$ cat config.mk
export PLATFORM = sky130hd
export DESIGN_NAME = basic_mode_control
export DESIGN_NICKNAME = d
export VERILOG_FILES = /design/src/bmc_pkg.sv /design/src/basic_mode_control.sv
export VERILOG_INCLUDE_DIRS = /design/src /design/src/src
export SDC_FILE = /design/constraint.sdc
export NUM_CORES = 1
export LEC_CHECK = 0
export BUFFER_PORTS_ARGS = -buffer_cell sky130_fd_sc_hd__buf_2
export CAP_MARGIN = 20
export CORE_MARGIN = 3
export CORE_UTILIZATION = 49
export CTS_BUF_LIST = sky130_fd_sc_hd__clkbuf_4 sky130_fd_sc_hd__clkbuf_8 sky130_fd_sc_hd__clkbuf_16
export DETAILED_ROUTE_END_ITERATION = 16
export PLACE_DENSITY = 0.94
export SYNTH_ARGS = -nofsm -noshare
export SYNTH_HDL_FRONTEND = slang
export SYNTH_SLANG_ARGS = --single-unit
$ cat constraint.sdc
create_clock -name clk_in -period 4 [get_ports clk_in]
set_input_delay 0.6 -clock clk_in [delete_from_list [all_inputs] [get_ports clk_in]]
set_output_delay 0.6 -clock clk_in [all_outputs]
set_load 0.02 [all_outputs]
$ cat src/bmc_cfg.svh
/*
 * constants of the basic mode control register: address, bit positions,
 * defaults. assumes inclusion by the control module.
 */
`ifndef BMC_CFG_SVH
`define BMC_CFG_SVH

`define BMC_ADDR 5'h00
`define BMC_BIT_RESET 15
`define BMC_BIT_LOOPBACK 14
`define BMC_BIT_SPEED 13
`define BMC_BIT_AN_EN 12
`define BMC_BIT_PDOWN 11
`define BMC_BIT_ISOLATE 10
`define BMC_BIT_AN_RESTART 9
`define BMC_BIT_DUPLEX 8
`define BMC_BIT_COLTEST 7
`define BMC_DEF_SPEED 1'b1
`define BMC_DEF_AN_EN 1'b1
`define BMC_DEF_PDOWN 1'b0
`define BMC_DEF_AN_RESTART 1'b0
`define BMC_DEF_DUPLEX 1'b1
`define BMC_DEF_COLTEST 1'b0
`define BMC_DEF_LOOPBACK 1'b0
`define BMC_ISOLATE_ADDR 5'h00
`define SOFT_RESET_CYCLES 4'h4

`endif

$ cat src/bmc_pkg.sv
/*
 * types of the basic mode control register block.
 * assumes nothing beyond the cfg header.
 */
package bmc_pkg;
    typedef logic [15:0] reg_word_t;
    typedef logic [4:0] phy_addr_t;
    typedef logic [3:0] nibble_t;
endpackage : bmc_pkg
$ cat src/basic_mode_control.sv
/*
 * basic mode control register, bits 15..0, with isolation of the mii and
 * collision test. assumes a serial management engine on clk_in that
 * presents one-cycle write strobes with a register address, and an
 * auto-negotiation engine that acknowledges a restart when it begins.
 * mii inputs arrive asynchronously and are synchronised here.
 */
// How it works
// - with negotiation off, speed bit picks 100 or 10 Mb/s
// - negotiation enable makes speed and duplex bits ignored
// - power-down bit stored read/write, no effect on operation
// - while isolated, transmit data and enable inputs are ignored; the tx error input still drives the collision test
// - while isolated, all mii outputs are released to high impedance
// - while isolated, reference clock and management access keep working
// - isolate bit set at reset when strapped address is 00000
// - writing restart 1 restarts negotiation; reads 1 until begun
// - restart has no effect while negotiation is disabled
// - writing restart 0 never aborts negotiation in progress
// - with negotiation off, duplex bit picks full or half
// - with negotiation on, duplex reads the negotiated capability
// - collision test drives col whenever tx error is asserted
// - reserved bits 6..0 written as zero, read as zero
// - software reset restores defaults, reads 1 until complete
`include "bmc_cfg.svh"
`timescale 1ns/1ps
`default_nettype none

module basic_mode_control
    import bmc_pkg::*;
(
    input wire logic clk_in,
    input wire logic rst_in,
    input wire logic [4:0] strapped_phy_address_in,
    input wire logic [4:0] mgmt_addr_in,
    input wire logic mgmt_wr_in,
    input wire logic [15:0] mgmt_wdata_in,
    output logic [15:0] mgmt_rdata_out,
    input wire logic an_started_in,
    input wire logic an_full_duplex_in,
    input wire logic an_speed_100_in,
    output logic an_restart_out,
    output logic an_enable_out,
    output logic speed_100_out,
    output logic full_duplex_out,
    output logic loopback_out,
    output logic power_down_out,
    output logic soft_reset_out,
    input wire logic ref_clk_25mhz_in,
    output logic ref_clock_25mhz_out,
    input wire logic [3:0] txd_in,
    input wire logic tx_en_in,
    input wire logic tx_er_in,
    output logic [3:0] core_txd_out,
    output logic core_tx_en_out,
    output logic core_tx_er_out,
    input wire logic core_col_in,
    output logic col_out,
    output logic mii_out_oe_out
);
    logic [5:0] tx_meta_reg;
    logic [5:0] tx_sync_reg;
    logic [4:0] strap_meta_reg;
    logic [4:0] strap_sync_reg;
    logic speed_reg;
    logic an_en_reg;
    logic pdown_reg;
    logic isolate_reg;
    logic restart_reg;
    logic duplex_reg;
    logic coltest_reg;
    logic loop_reg;
    logic [3:0] srst_cnt_reg;
    logic [3:0] srst_cnt_next;
    logic strap_load_reg;
    logic col_reg;
    logic wr_hit;
    logic srst_req;
    logic srst_busy;
    logic defaults_load;

    assign wr_hit = mgmt_wr_in && (mgmt_addr_in == `BMC_ADDR);
    assign srst_req = wr_hit && mgmt_wdata_in[`BMC_BIT_RESET] && !srst_busy;
    assign srst_busy = (srst_cnt_reg != 4'h0);
    assign defaults_load = rst_in || srst_busy;

    // strap pins pass two flops before the compare
    always_ff @(posedge clk_in)
    begin
        strap_meta_reg <= strapped_phy_address_in;
        strap_sync_reg <= strap_meta_reg;
    end

    // two-stage synchroniser for mii transmit inputs
    always_ff @(posedge clk_in)
    begin
        tx_meta_reg <= {tx_er_in, tx_en_in, txd_in};
        tx_sync_reg <= tx_meta_reg;
    end

    // software reset duration
    always_comb
    begin
        srst_cnt_next = srst_cnt_reg;
        if (srst_req)
            srst_cnt_next = `SOFT_RESET_CYCLES;
        else if (srst_busy)
            srst_cnt_next = srst_cnt_reg - 4'h1;
    end

    always_ff @(posedge clk_in)
    begin
        if (rst_in)
            srst_cnt_reg <= 4'h0;
        else
            srst_cnt_reg <= srst_cnt_next;
    end

    // strap is caught on the first edge after reset
    always_ff @(posedge clk_in)
    begin
        if (defaults_load)
            strap_load_reg <= 1'b1;
        else
            strap_load_reg <= 1'b0;
    end

    // control bits
    always_ff @(posedge clk_in)
    begin
        if (defaults_load)
        begin
            speed_reg <= `BMC_DEF_SPEED;
            an_en_reg <= `BMC_DEF_AN_EN;
            pdown_reg <= `BMC_DEF_PDOWN;
            duplex_reg <= `BMC_DEF_DUPLEX;
            coltest_reg <= `BMC_DEF_COLTEST;
            loop_reg <= `BMC_DEF_LOOPBACK;
        end
        else if (wr_hit && !srst_req)
        begin
            speed_reg <= mgmt_wdata_in[`BMC_BIT_SPEED];
            an_en_reg <= mgmt_wdata_in[`BMC_BIT_AN_EN];
            pdown_reg <= mgmt_wdata_in[`BMC_BIT_PDOWN];
            duplex_reg <= mgmt_wdata_in[`BMC_BIT_DUPLEX];
            coltest_reg <= mgmt_wdata_in[`BMC_BIT_COLTEST];
            loop_reg <= mgmt_wdata_in[`BMC_BIT_LOOPBACK];
        end
    end

    // isolate bit, strapped at reset
    always_ff @(posedge clk_in)
    begin
        if (defaults_load)
            isolate_reg <= 1'b0;
        else if (strap_load_reg)
            isolate_reg <= (strap_sync_reg == `BMC_ISOLATE_ADDR);
        else if (wr_hit && !srst_req)
            isolate_reg <= mgmt_wdata_in[`BMC_BIT_ISOLATE];
    end

    // restart: self clearing, set wins over the acknowledge
    always_ff @(posedge clk_in)
    begin
        if (defaults_load)
            restart_reg <= `BMC_DEF_AN_RESTART;
        else if (wr_hit && !srst_req && mgmt_wdata_in[`BMC_BIT_AN_EN]
                 && mgmt_wdata_in[`BMC_BIT_AN_RESTART])
            restart_reg <= 1'b1;
        else if (an_started_in || !an_en_reg
                 || (wr_hit && !mgmt_wdata_in[`BMC_BIT_AN_EN]))
            restart_reg <= 1'b0;
        // a written 0 with the enable bit written 1 leaves a pending restart in place
    end

    // effective mode
    always_ff @(posedge clk_in)
    begin
        if (rst_in)
        begin
            speed_100_out <= 1'b0;
            full_duplex_out <= 1'b0;
        end
        else if (an_en_reg)
        begin
            speed_100_out <= an_speed_100_in;
            full_duplex_out <= an_full_duplex_in;
        end
        else
        begin
            speed_100_out <= speed_reg;
            full_duplex_out <= duplex_reg;
        end
    end

    // transmit path into the core, blocked while isolated
    always_ff @(posedge clk_in)
    begin
        if (rst_in || isolate_reg)
        begin
            core_txd_out <= 4'h0;
            core_tx_en_out <= 1'b0;
            core_tx_er_out <= 1'b0;
        end
        else
        begin
            core_txd_out <= tx_sync_reg[3:0];
            core_tx_en_out <= tx_sync_reg[4];
            core_tx_er_out <= tx_sync_reg[5];
        end
    end

    // collision output with test mode
    always_ff @(posedge clk_in)
    begin
        if (rst_in)
            col_reg <= 1'b0;
        else
            col_reg <= core_col_in
                || (coltest_reg && tx_sync_reg[5]);
    end

    assign col_out = col_reg;
    assign mii_out_oe_out = !isolate_reg;
    assign ref_clock_25mhz_out = ref_clk_25mhz_in;
    assign an_restart_out = restart_reg;
    assign an_enable_out = an_en_reg;
    assign loopback_out = loop_reg;
    assign power_down_out = pdown_reg;
    assign soft_reset_out = srst_busy;

    // read data; reserved bits read zero
    always_ff @(posedge clk_in)
    begin
        if (rst_in)
            mgmt_rdata_out <= 16'h0000;
        else
            mgmt_rdata_out <= {srst_busy, loop_reg, speed_reg, an_en_reg,
                pdown_reg, isolate_reg, restart_reg,
                an_en_reg ? an_full_duplex_in : duplex_reg,
                coltest_reg, 7'h00};
    end
endmodule : basic_mode_control

`default_nettype wire

Word level (Yosys, flattened, before mapping) --
Index checks and enable logic that the tools add are counted.
Storage, ports and cells: bits in registers 60, output and inout bits 32, logic and storage cells 58
Operators by class: add/subtract/negate cells 1, multiplexer cells 9, reduce and logical (&&, ||, !) cells 25
Operator list (number):
- $logic_not A5 Y1 | 2
- $logic_and A1 B1 Y1 | 8
- $mux W1 | 7
- $mux W3 | 2
- $reduce_bool A2 Y1 | 3
- $logic_not A1 Y1 | 5
- $logic_or A1 B1 Y1 | 5
- $reduce_bool A4 Y1 | 1
- $sub A4 B1 Y4 const B | 1
- $reduce_or A2 Y1 | 1

Depth between registers and ports, before layout --
Gate-level depths: netlist of the first run.
depth after elaboration 9, mapped depth 7, mapped depth without buffers 7

Least setup slack after synthesis of the first run --
No wires, ideal clock.
path type input port to flip-flop, from input port mgmt_addr_in[3], to register isolate_reg, library setup time 0.127 ns, data arrival time 1.574 ns, setup slack 2.299 ns, cell stages on the path 4, path buffers 1, cell sequence or4b_1 buf_2 o32ai_2 a211oi_1
On the way: cells in the longest elaborated chain, start to end 7
Ends and longest elaborated chain:
- start, declared | line basic_mode_control.sv:34 | input wire logic [4:0] mgmt_addr_in,
- $logic_not A5 Y1 (no line) (*)
- $logic_and A1 B1 Y1 (*) | line basic_mode_control.sv:81 | assign wr_hit = mgmt_wr_in && (mgmt_addr_in == `BMC_ADDR);
- $logic_and A1 B1 Y1 (2 in series) | line basic_mode_control.sv:82 | assign srst_req = wr_hit && mgmt_wdata_in[`BMC_BIT_RESET] && !srst_busy;
- $logic_not A1 Y1 | line basic_mode_control.sv:157 | else if (wr_hit && !srst_req)
- $logic_and A1 B1 Y1 (*) | line basic_mode_control.sv:157
- $reduce_bool A2 Y1 (no line) (*)
- end signal, assigned | line basic_mode_control.sv:156 | isolate_reg <= (strap_sync_reg == `BMC_ISOLATE_ADDR);
- end signal, assigned | line basic_mode_control.sv:158 | isolate_reg <= mgmt_wdata_in[`BMC_BIT_ISOLATE];
- end, declared | line basic_mode_control.sv:67 | logic isolate_reg;
Mark *: on every way between the ends. The rest lies on a longest branch, timed or not. A chain may end at the register's enable or synchronous reset.

Worst setup path after layout of the first run --
from register srst_cnt_reg[0], to output port soft_reset_out
On the way: cells in the longest elaborated chain, start to end 1
Ends and longest elaborated chain:
- start, declared | line basic_mode_control.sv:72 | logic [3:0] srst_cnt_reg;
- start signal, assigned | line basic_mode_control.sv:115 | srst_cnt_reg <= srst_cnt_next;
- $reduce_bool A4 Y1 | line basic_mode_control.sv:83 | assign srst_busy = (srst_cnt_reg != 4'h0);
- end, declared | line basic_mode_control.sv:47 | output logic soft_reset_out,
Every way passes these cells.

==> flow_summary.toml, run 1 <==
[global_routing]
overflow = 0
track_usage_pct = 16.1
antenna_found_initial = 0
grt_max_degree = 19
grt_pass1_wl_mm = 5.02
grt_pass1_vias = 1147

[setup_path]
cp-endpoint = "soft_reset_out"
crit_type = "flip-flop to primary output"
crit_chain = "inv_1 -> ha_1 -> nor3b_2 -> inv_2 -> buf_2"
reg2regPathDepth = 6
worstPathArrival_ns = 1.58
slowest_delay_ns = 0.34
cp_num_cells = 5
cp.required_ns = 3.40
cp_max_fo = 6
reg2reg_to = "isolate_reg"
r2r-start = "srst_cnt_reg[0]"
cp-end-kind = "primary output"
critical-path-top-delay-family = "buffers and inverters"
ff2ff_setup_slack_ns = 2.23
crit_slowest_cell = "dfxtp_1"
critPathLaunch = "srst_cnt_reg[0]"
critPathBufInv = 3
cp-start-kind = "flip-flop"

[final_layout]
nets = 242
largest_reg_flops = 9
antennaDiodeCount = 0
syn_to_final_growth_pct = 21.1
drive_gt1_share_pct = 34.3
mostFrequentLayoutCells = "buf_2, dfxtp_1, nor2_1"
final_common_cell = "buf_2"

[pwr]
max-vdd-ir-drop_mv = 0.274
totalPowerFinal_mw = 1.15
powerDensity_nw_per_um2 = 569
p_leak_nw = 0.908

[sta]
timing.fmax_ghz = 0.459
setup_viol = 0
fin_setup_tns_ns = 0
layout_min_cycle_time_ns = 2.18
post-route-period-util_pct = 54.4
grt_setup_unrepaired = "no"
slew_violations = 0
timing.slew.headroom_pct = 57.9
hold_violations = 0
tightest_slew_ns = 0.629
finClkSkew_ns = 0.0132

[clocking]
clkSlewWorstSetupHoldPaths_ns = 0.15
cts_sinks = 52
hold_buffers = 0
cts_setup_buffers = 0
h-tree-depth = 2
cts-root-buf = "clkbuf_4"
cts_buffers = 5
cts-resized-gates = 0
cts_tree = "done"
clockBufferDepth = 2
insertion_delay_ns = 0.37

[min_path]
min_path_type = "input port to flip-flop"

[outcome]
status = "finished, final reports clean"

[yosys]
synthesis.area_um2 = 1660
synth_seq_area_share_pct = 62.6
synth_area_per_cell_um2 = 11.4
synthCells = 146
ys_seq_elements = 52
synth_cell_type_count = 36
yosys_warnings = 0

[routing]
routed_via_density = 4.93
drt_iter0_markers = 61
drt-total-wl_mm = 3.08
firstDrtPassIters = 4
postRouteAntennaNets = 0
routedWlPerCell_um = 12.6
detailroute.via_count = 1209
drcViolationCount = 0

[die]
start_util_pct = 52.7
die-area_um2 = 4130
num_rows = 20
ios = 72
dieWidth_um = 64.3
coreArea_um2 = 3150
dieHeight_um = 64.3

[placed_design]
hpwl_mm = 2.34
place_congestion = 0.868
port_buffers = 55

[job]
drv_cap = 0
layout make-up:
class	count	area [µm²]
tap	44	55.1
timing repair buffer	56	280
sequential	52	1040
clock inverter	3	46.3
clock buffer	5	37.5
fill	269	1140
inverter	5	18.8
multi-input combinational	80	534
power by group:
group / switching [mW] / leakage, nW / internal (mW)
Combinational: 0.155 / 0.434 / 0.103
Sequential: 0.0283 / 0.432 / 0.566
Clock: 0.160 / 0.0418 / 0.134
Total: 0.343 / 0.908 / 0.803
Yosys cell counts:
library cell / n / area (µm²)
o21a_1: 1 / 7.51
nand4_1: 4 / 25.0
clkbuf_1: 4 / 15.0
mux2i_1: 3 / 30.0
conb_1: 1 / 3.75
or2_2: 1 / 6.26
inv_1: 4 / 15.0
or4b_1: 1 / 10.0
inv_2: 1 / 3.75
buf_1: 1 / 3.75
a211oi_1: 3 / 22.5
o21ai_1: 3 / 15.0
nand4bb_1: 1 / 11.3
o2111ai_1: 1 / 8.76
dfxtp_1: 52 / 1040
buf_2: 1 / 5.00
nor2_1: 11 / 41.3
nor4_1: 3 / 18.8
ha_1: 2 / 25.0
nand2b_1: 2 / 12.5
o32ai_2: 1 / 16.3
a311o_1: 1 / 10.0
a21oi_1: 5 / 25.0
nand3b_1: 1 / 7.51
buf_4: 9 / 67.6
o31ai_1: 3 / 22.5
nor4bb_1: 1 / 10.0
xnor2_1: 1 / 8.76
nor4b_4: 1 / 23.8
nor3_1: 3 / 15.0
a31oi_1: 4 / 25.0
nor2b_1: 6 / 37.5
or4_1: 2 / 15.0
nor3b_2: 1 / 12.5
a21o_1: 1 / 7.51
and2_1: 6 / 37.5
worst min path at each step:
stage | slack, ns | cells past startpoint | to | start
floorplan | 0.31 | 0 | strap_sync_reg[0] | strap_meta_reg[0]
global placement | 0.31 | 0 | strap_sync_reg[0] | strap_meta_reg[0]
detailed placement | 0.31 | 0 | strap_sync_reg[0] | strap_meta_reg[0]
CTS | 0.30 | 1 | tx_meta_reg[2] | txd_in[2]
global route | 0.28 | 1 | tx_meta_reg[2] | txd_in[2]
finish | 0.31 | 1 | tx_meta_reg[2] | txd_in[2]
cells by family (layout without fill, tap and decap cells):
logic type	Yosys count	count (layout)	synth area share (%)
flops	52	52	62.6
simple gates	44	44	17.1
compound gates	23	23	9.63
buf+inv	20	69	6.62
mux	3	3	1.81
fa+ha+maj	2	2	1.50
other cells	1	7	0.226
xor+xnor	1	1	0.527
metal layers:
metal  global-route usage (%)  share of wire, %  vias up
li1                         -                 -      596
met1                     17.1                38      548
met2                     27.3                50       56
met3                     4.92               8.9        9
met4                     10.3               3.1        0
met5                        0                 0        -
metrics by stage:
stage               area (µm²)  hold WS [ns]  std cells  worst slack, ns  util [%]
floorplan                 1690         0.310        152             2.30         -
finish                    2010         0.315        245             1.82      63.8
CTS                       2010         0.305        244             1.83      63.7
detailed placement        1920         0.313        236             1.91      61.0
global route              2010         0.284        245             1.72      63.8
global placement          1920         0.310        236             1.96      61.0
Power figures use the tool's default switching activity.
==> inputs of run 2 (changes only) <==
Settings changed: CORE_UTILIZATION 49 to 46, PLACE_DENSITY 0.94 to 0.9.
Clock period 4 ns to 2.2 ns, I/O delays scaled along.
==> run 2 against run 1 <==
- worst hold slack worse by 0.26 ns
- highest routed layer unchanged
- sequential share of layout area is 0.32 points lower
- combinational power is 85% higher
- critical endpoint unchanged
- worst setup slack worse by 1.6 ns
- die area is 5.9% higher
- first-iteration DRC count is 31% higher
==> flow_summary.toml, run 2 (synthesis results as in run 1) <==
[clocking]
cts-root-buf = "clkbuf_4"
cts_sinks = 52
cts_setup_buffers = 0
insertion_delay_ns = 0.36
cts-resized-gates = 0
cts_tree = "done"
cts_buffers = 5
hold_buffers = 0
clockBufferDepth = 2
h-tree-depth = 2
clkSlewWorstSetupHoldPaths_ns = 0.14

[final_layout]
largest_reg_flops = 9
final_common_cell = "buf_2"
mostFrequentLayoutCells = "buf_2, dfxtp_1, nor2_1"
n_fill_cell = 290
antennaDiodeCount = 0
instances_no_fill = 248
nets = 243
syn_to_final_growth_pct = 21.8
design_area_um2 = 2030
drive_gt1_share_pct = 34.7

[sta]
setup_viol = 0
tightest_slew_ns = 0.558
timing.fmax_ghz = 0.519
fin_setup_tns_ns = 0
timing.slew.headroom_pct = 62.7
post-route-period-util_pct = 87.7
grt_setup_unrepaired = "no"
hold_violations = 0
layout_min_cycle_time_ns = 1.93
slew_violations = 0
finClkSkew_ns = 0.00962

[global_routing]
grt_pass1_wl_mm = 4.35
track_usage_pct = 13.6
grt_pass1_vias = 1021
overflow = 0
antenna_found_initial = 0
grt_max_degree = 19

[routing]
firstDrtPassIters = 4
detailroute.via_count = 1171
drcViolationCount = 0
drt-total-wl_mm = 2.98
routedWlPerCell_um = 12.0
postRouteAntennaNets = 0
drt_iter0_markers = 80
routed_via_density = 4.72

[die]
num_rows = 21
dieHeight_um = 66.1
coreArea_um2 = 3420
die-area_um2 = 4370
dieWidth_um = 66.1
start_util_pct = 48.7
ios = 72

[setup_path]
cp-end-kind = "primary output"
cp-start-kind = "flip-flop"
r2r-start = "srst_cnt_reg[0]"
reg2regPathDepth = 7
worstPathArrival_ns = 1.60
cp.required_ns = 1.87
cp_max_fo = 6
crit_type = "flip-flop to primary output"
critPathLaunch = "srst_cnt_reg[0]"

[min_path]
min_path_type = "input port to flip-flop"
min_from = "txd_in[3]"
hold_depth = 1

[placed_design]
place_congestion = 0.795
dp.cells = 240
hpwl_mm = 2.21
port_buffers = 55
placed_area_um2 = 1940

[pwr]
p_leak_nw = 0.919
max-vdd-ir-drop_mv = 0.635
powerDensity_nw_per_um2 = 1030

[job]
drv_cap = 0

[outcome]
status = "finished, final reports clean"
-- run 2: changes by cell type in the layout (fill, tap and decap cells not counted) --
cell / change
buf_4: +2
clkbuf_2: -1
clkbuf_4: +1
clkinvlp_4: -1
-- run 2: per-layer routing --
metal / vias to the layer above / part of all wire [%] / track usage, %
met4: 0 / 1.5 / 6.85
met5: - / 0 / 0
li1: 595 / - / -
met1: 524 / 40 / 14.2
met3: 5 / 8.0 / 5.61
met2: 47 / 51 / 23.0
-- run 2: path summary, 6_finish.rpt --
path	to	slack (ns)
hold reg to reg	tx_sync_reg[0]	0.34
setup / recovery	soft_reset_out	0.27
hold / removal	tx_meta_reg[3]	0.06
setup reg to reg	an_restart_out	0.50
-- run 2: where the power goes --
part           switching [mW]  total (mW)  leakage [nW]  internal (mW)
logic                   0.283       0.475         0.440          0.192
clock network           0.283       0.540        0.0463          0.257
registers              0.0493        1.08         0.432           1.03
-- run 2: layout make-up --
class	count	area, µm²	area share, %
inverters	5	18.8	0.926
clock buffers	6	45.0	2.22
well taps	46	57.6	2.84
multi-input cells	80	534	26.4
flip-flops and latches	52	1040	51.4
clock inverters	2	38.8	1.91
repair buffers	57	290	14.3
-- run 2: through the flow --
step	setup WS, ns	hold slack (ns)	total power [mW]	utilization (%)
after floorplan	0.747	0.310	1.45	-
after global placement	0.545	0.311	1.55	56.8
after detailed placement	0.486	0.312	1.58	56.8
after CTS	0.251	0.0449	2.11	59.3
after global routing	0.145	0.0274	2.20	59.3
final	0.272	0.0570	2.09	59.3
-- run 2: worst max-delay path, stage by stage (launching register included) --
cell	delay, ns
dfxtp_1	0.35
inv_1	0.10
ha_1	0.22
nor3b_2	0.29
inv_2	0.11
buf_2	0.17
==> inputs of run 3 (changes only) <==
Settings changed: BUFFER_PORTS_ARGS -buffer_cell sky130_fd_sc_hd__buf_2 to unset, CORE_UTILIZATION 46 to 57, DONT_BUFFER_PORTS set to 1, PLACE_DENSITY 0.9 to 0.84.
==> run 3 against run 2 <==
- flip-flop and latch count unchanged
- register-to-register slack worse by 0.03 ns
- non-clock buffer count down 44
- routed wire length up 2.2%
- largest power group unchanged
- combinational power down 18%
==> flow_summary.toml, run 3 (synthesis results as in run 1) <==
[setup_path]
slowest_delay_ns = 0.35
critical-path-top-delay-family = "flip-flops"
cp-end-kind = "primary output"
cp_max_fo = 6
crit_slowest_cell = "dfxtp_1"
crit_type = "flip-flop to primary output"
cp-start-kind = "flip-flop"
crit_chain = "inv_1 -> ha_1 -> nor3b_2 -> inv_2"
cp_num_cells = 4
ff2ff_setup_slack_ns = 0.47
worstPathArrival_ns = 1.44
reg2regPathDepth = 7
cp.required_ns = 1.87
critPathBufInv = 2

[clocking]
clockBufferDepth = 2
clkSlewWorstSetupHoldPaths_ns = 0.14
cts-root-buf = "clkbuf_4"
h-tree-depth = 2
cts_tree = "done"
insertion_delay_ns = 0.36
cts_buffers = 5
cts_sinks = 52

[min_path]
min_path_type = "input port to flip-flop"
hold_depth = 2

[sta]
hold_violations = 0
grt_setup_unrepaired = "no"
setup_viol = 0
slew_violations = 0
finClkSkew_ns = 0.00993
layout_min_cycle_time_ns = 1.77
whs_ns = 0.0841
timing.slew.headroom_pct = 53.5
fin_setup_tns_ns = 0
timing.fmax_ghz = 0.563
tightest_slew_ns = 0.695
post-route-period-util_pct = 80.7
layout_setup_ws_ns = 0.425

[final_layout]
antennaDiodeCount = 0
largest_reg_flops = 9
multi_input_area_um2 = 534
n_fill_cell = 199
regArea_um2 = 1040
drive_gt1_share_pct = 8.86
final_util_pct = 71.4
mostFrequentLayoutCells = "dfxtp_1, dlygate4sd3_1, nor2_1"
final_common_cell = "dfxtp_1"
syn_to_final_growth_pct = 12.2
nets = 199

[routing]
routed_via_density = 5.61
firstDrtPassIters = 4
dr.max_layer_used = "met4"
dr_wl_met3_um = 374
postRouteAntennaNets = 0
wl_met1_mm = 1.15
wl_met2_mm = 1.48
drt_iter0_markers = 56
drt-total-wl_mm = 3.05
routedWlPerCell_um = 16.2
drcViolationCount = 0
detailroute.via_count = 1055

[die]
dieWidth_um = 60.0
start_util_pct = 63.6
ios = 72
dieHeight_um = 60.0
coreArea_um2 = 2610
num_rows = 18
die-area_um2 = 3600

[placed_design]
hpwl_mm = 2.13
pre_cts_ws_ns = 0.524
place_congestion = 0.755
port_buffers = 0

[global_routing]
antenna_found_initial = 0
grt_pass1_vias = 1022
grt_pass1_wl_mm = 4.69
grt_max_degree = 19
overflow = 0
track_usage_pct = 18.1

[pwr]
max-vdd-ir-drop_mv = 0.861
powerDensity_nw_per_um2 = 1160
p_leak_nw = 0.738
totalPowerFinal_mw = 2.16

[outcome]
status = "finished, final reports clean"

[job]
drv_cap = 0
==> run 3: per-stage QoR <==
stage	cell area, µm²	instances
global route	1870	188
finish	1870	188
CTS	1860	187
floorplan	1690	152
detailed placement	1640	168
global placement	1640	168
==> run 3: where the power goes <==
| part | internal, mW | switching [mW] | total [mW] |
|---|---|---|---|
| Combinational | 0.157 | 0.232 | 0.389 |
| Sequential | 1.03 | 0.0896 | 1.12 |
| Clock | 0.358 | 0.292 | 0.650 |
==> run 3: final timing paths <==
path                        to         startpoint
min                    col_out        core_col_in
max             soft_reset_out    srst_cnt_reg[0]
max reg2reg        isolate_reg    srst_cnt_reg[0]
min reg2reg  strap_sync_reg[3]  strap_meta_reg[3]
==> run 3: area by class of cell <==
class,count,area share [%]
Multi-Input combinational cell,80,28.6
Inverter,5,1.01
Sequential cell,52,55.8
Clock inverter,3,3.69
Clock buffer,5,2.01
Timing Repair Buffer,13,6.84
Tap cell,30,2.01
==> run 3: what timing repair did <==
item | in CTS | in global routing
hold buffers | 11 | 1
endpoints found under the hold margin | 11 | 14
setup buffers | 0 | 0
resized for setup | 0 | 0
==> run 3: routing by layer <==
layer	track usage, %	vias to the layer above
met5	0	-
met4	8.23	0
met3	8.21	5
met2	27.9	59
met1	21.6	480
li1	-	511
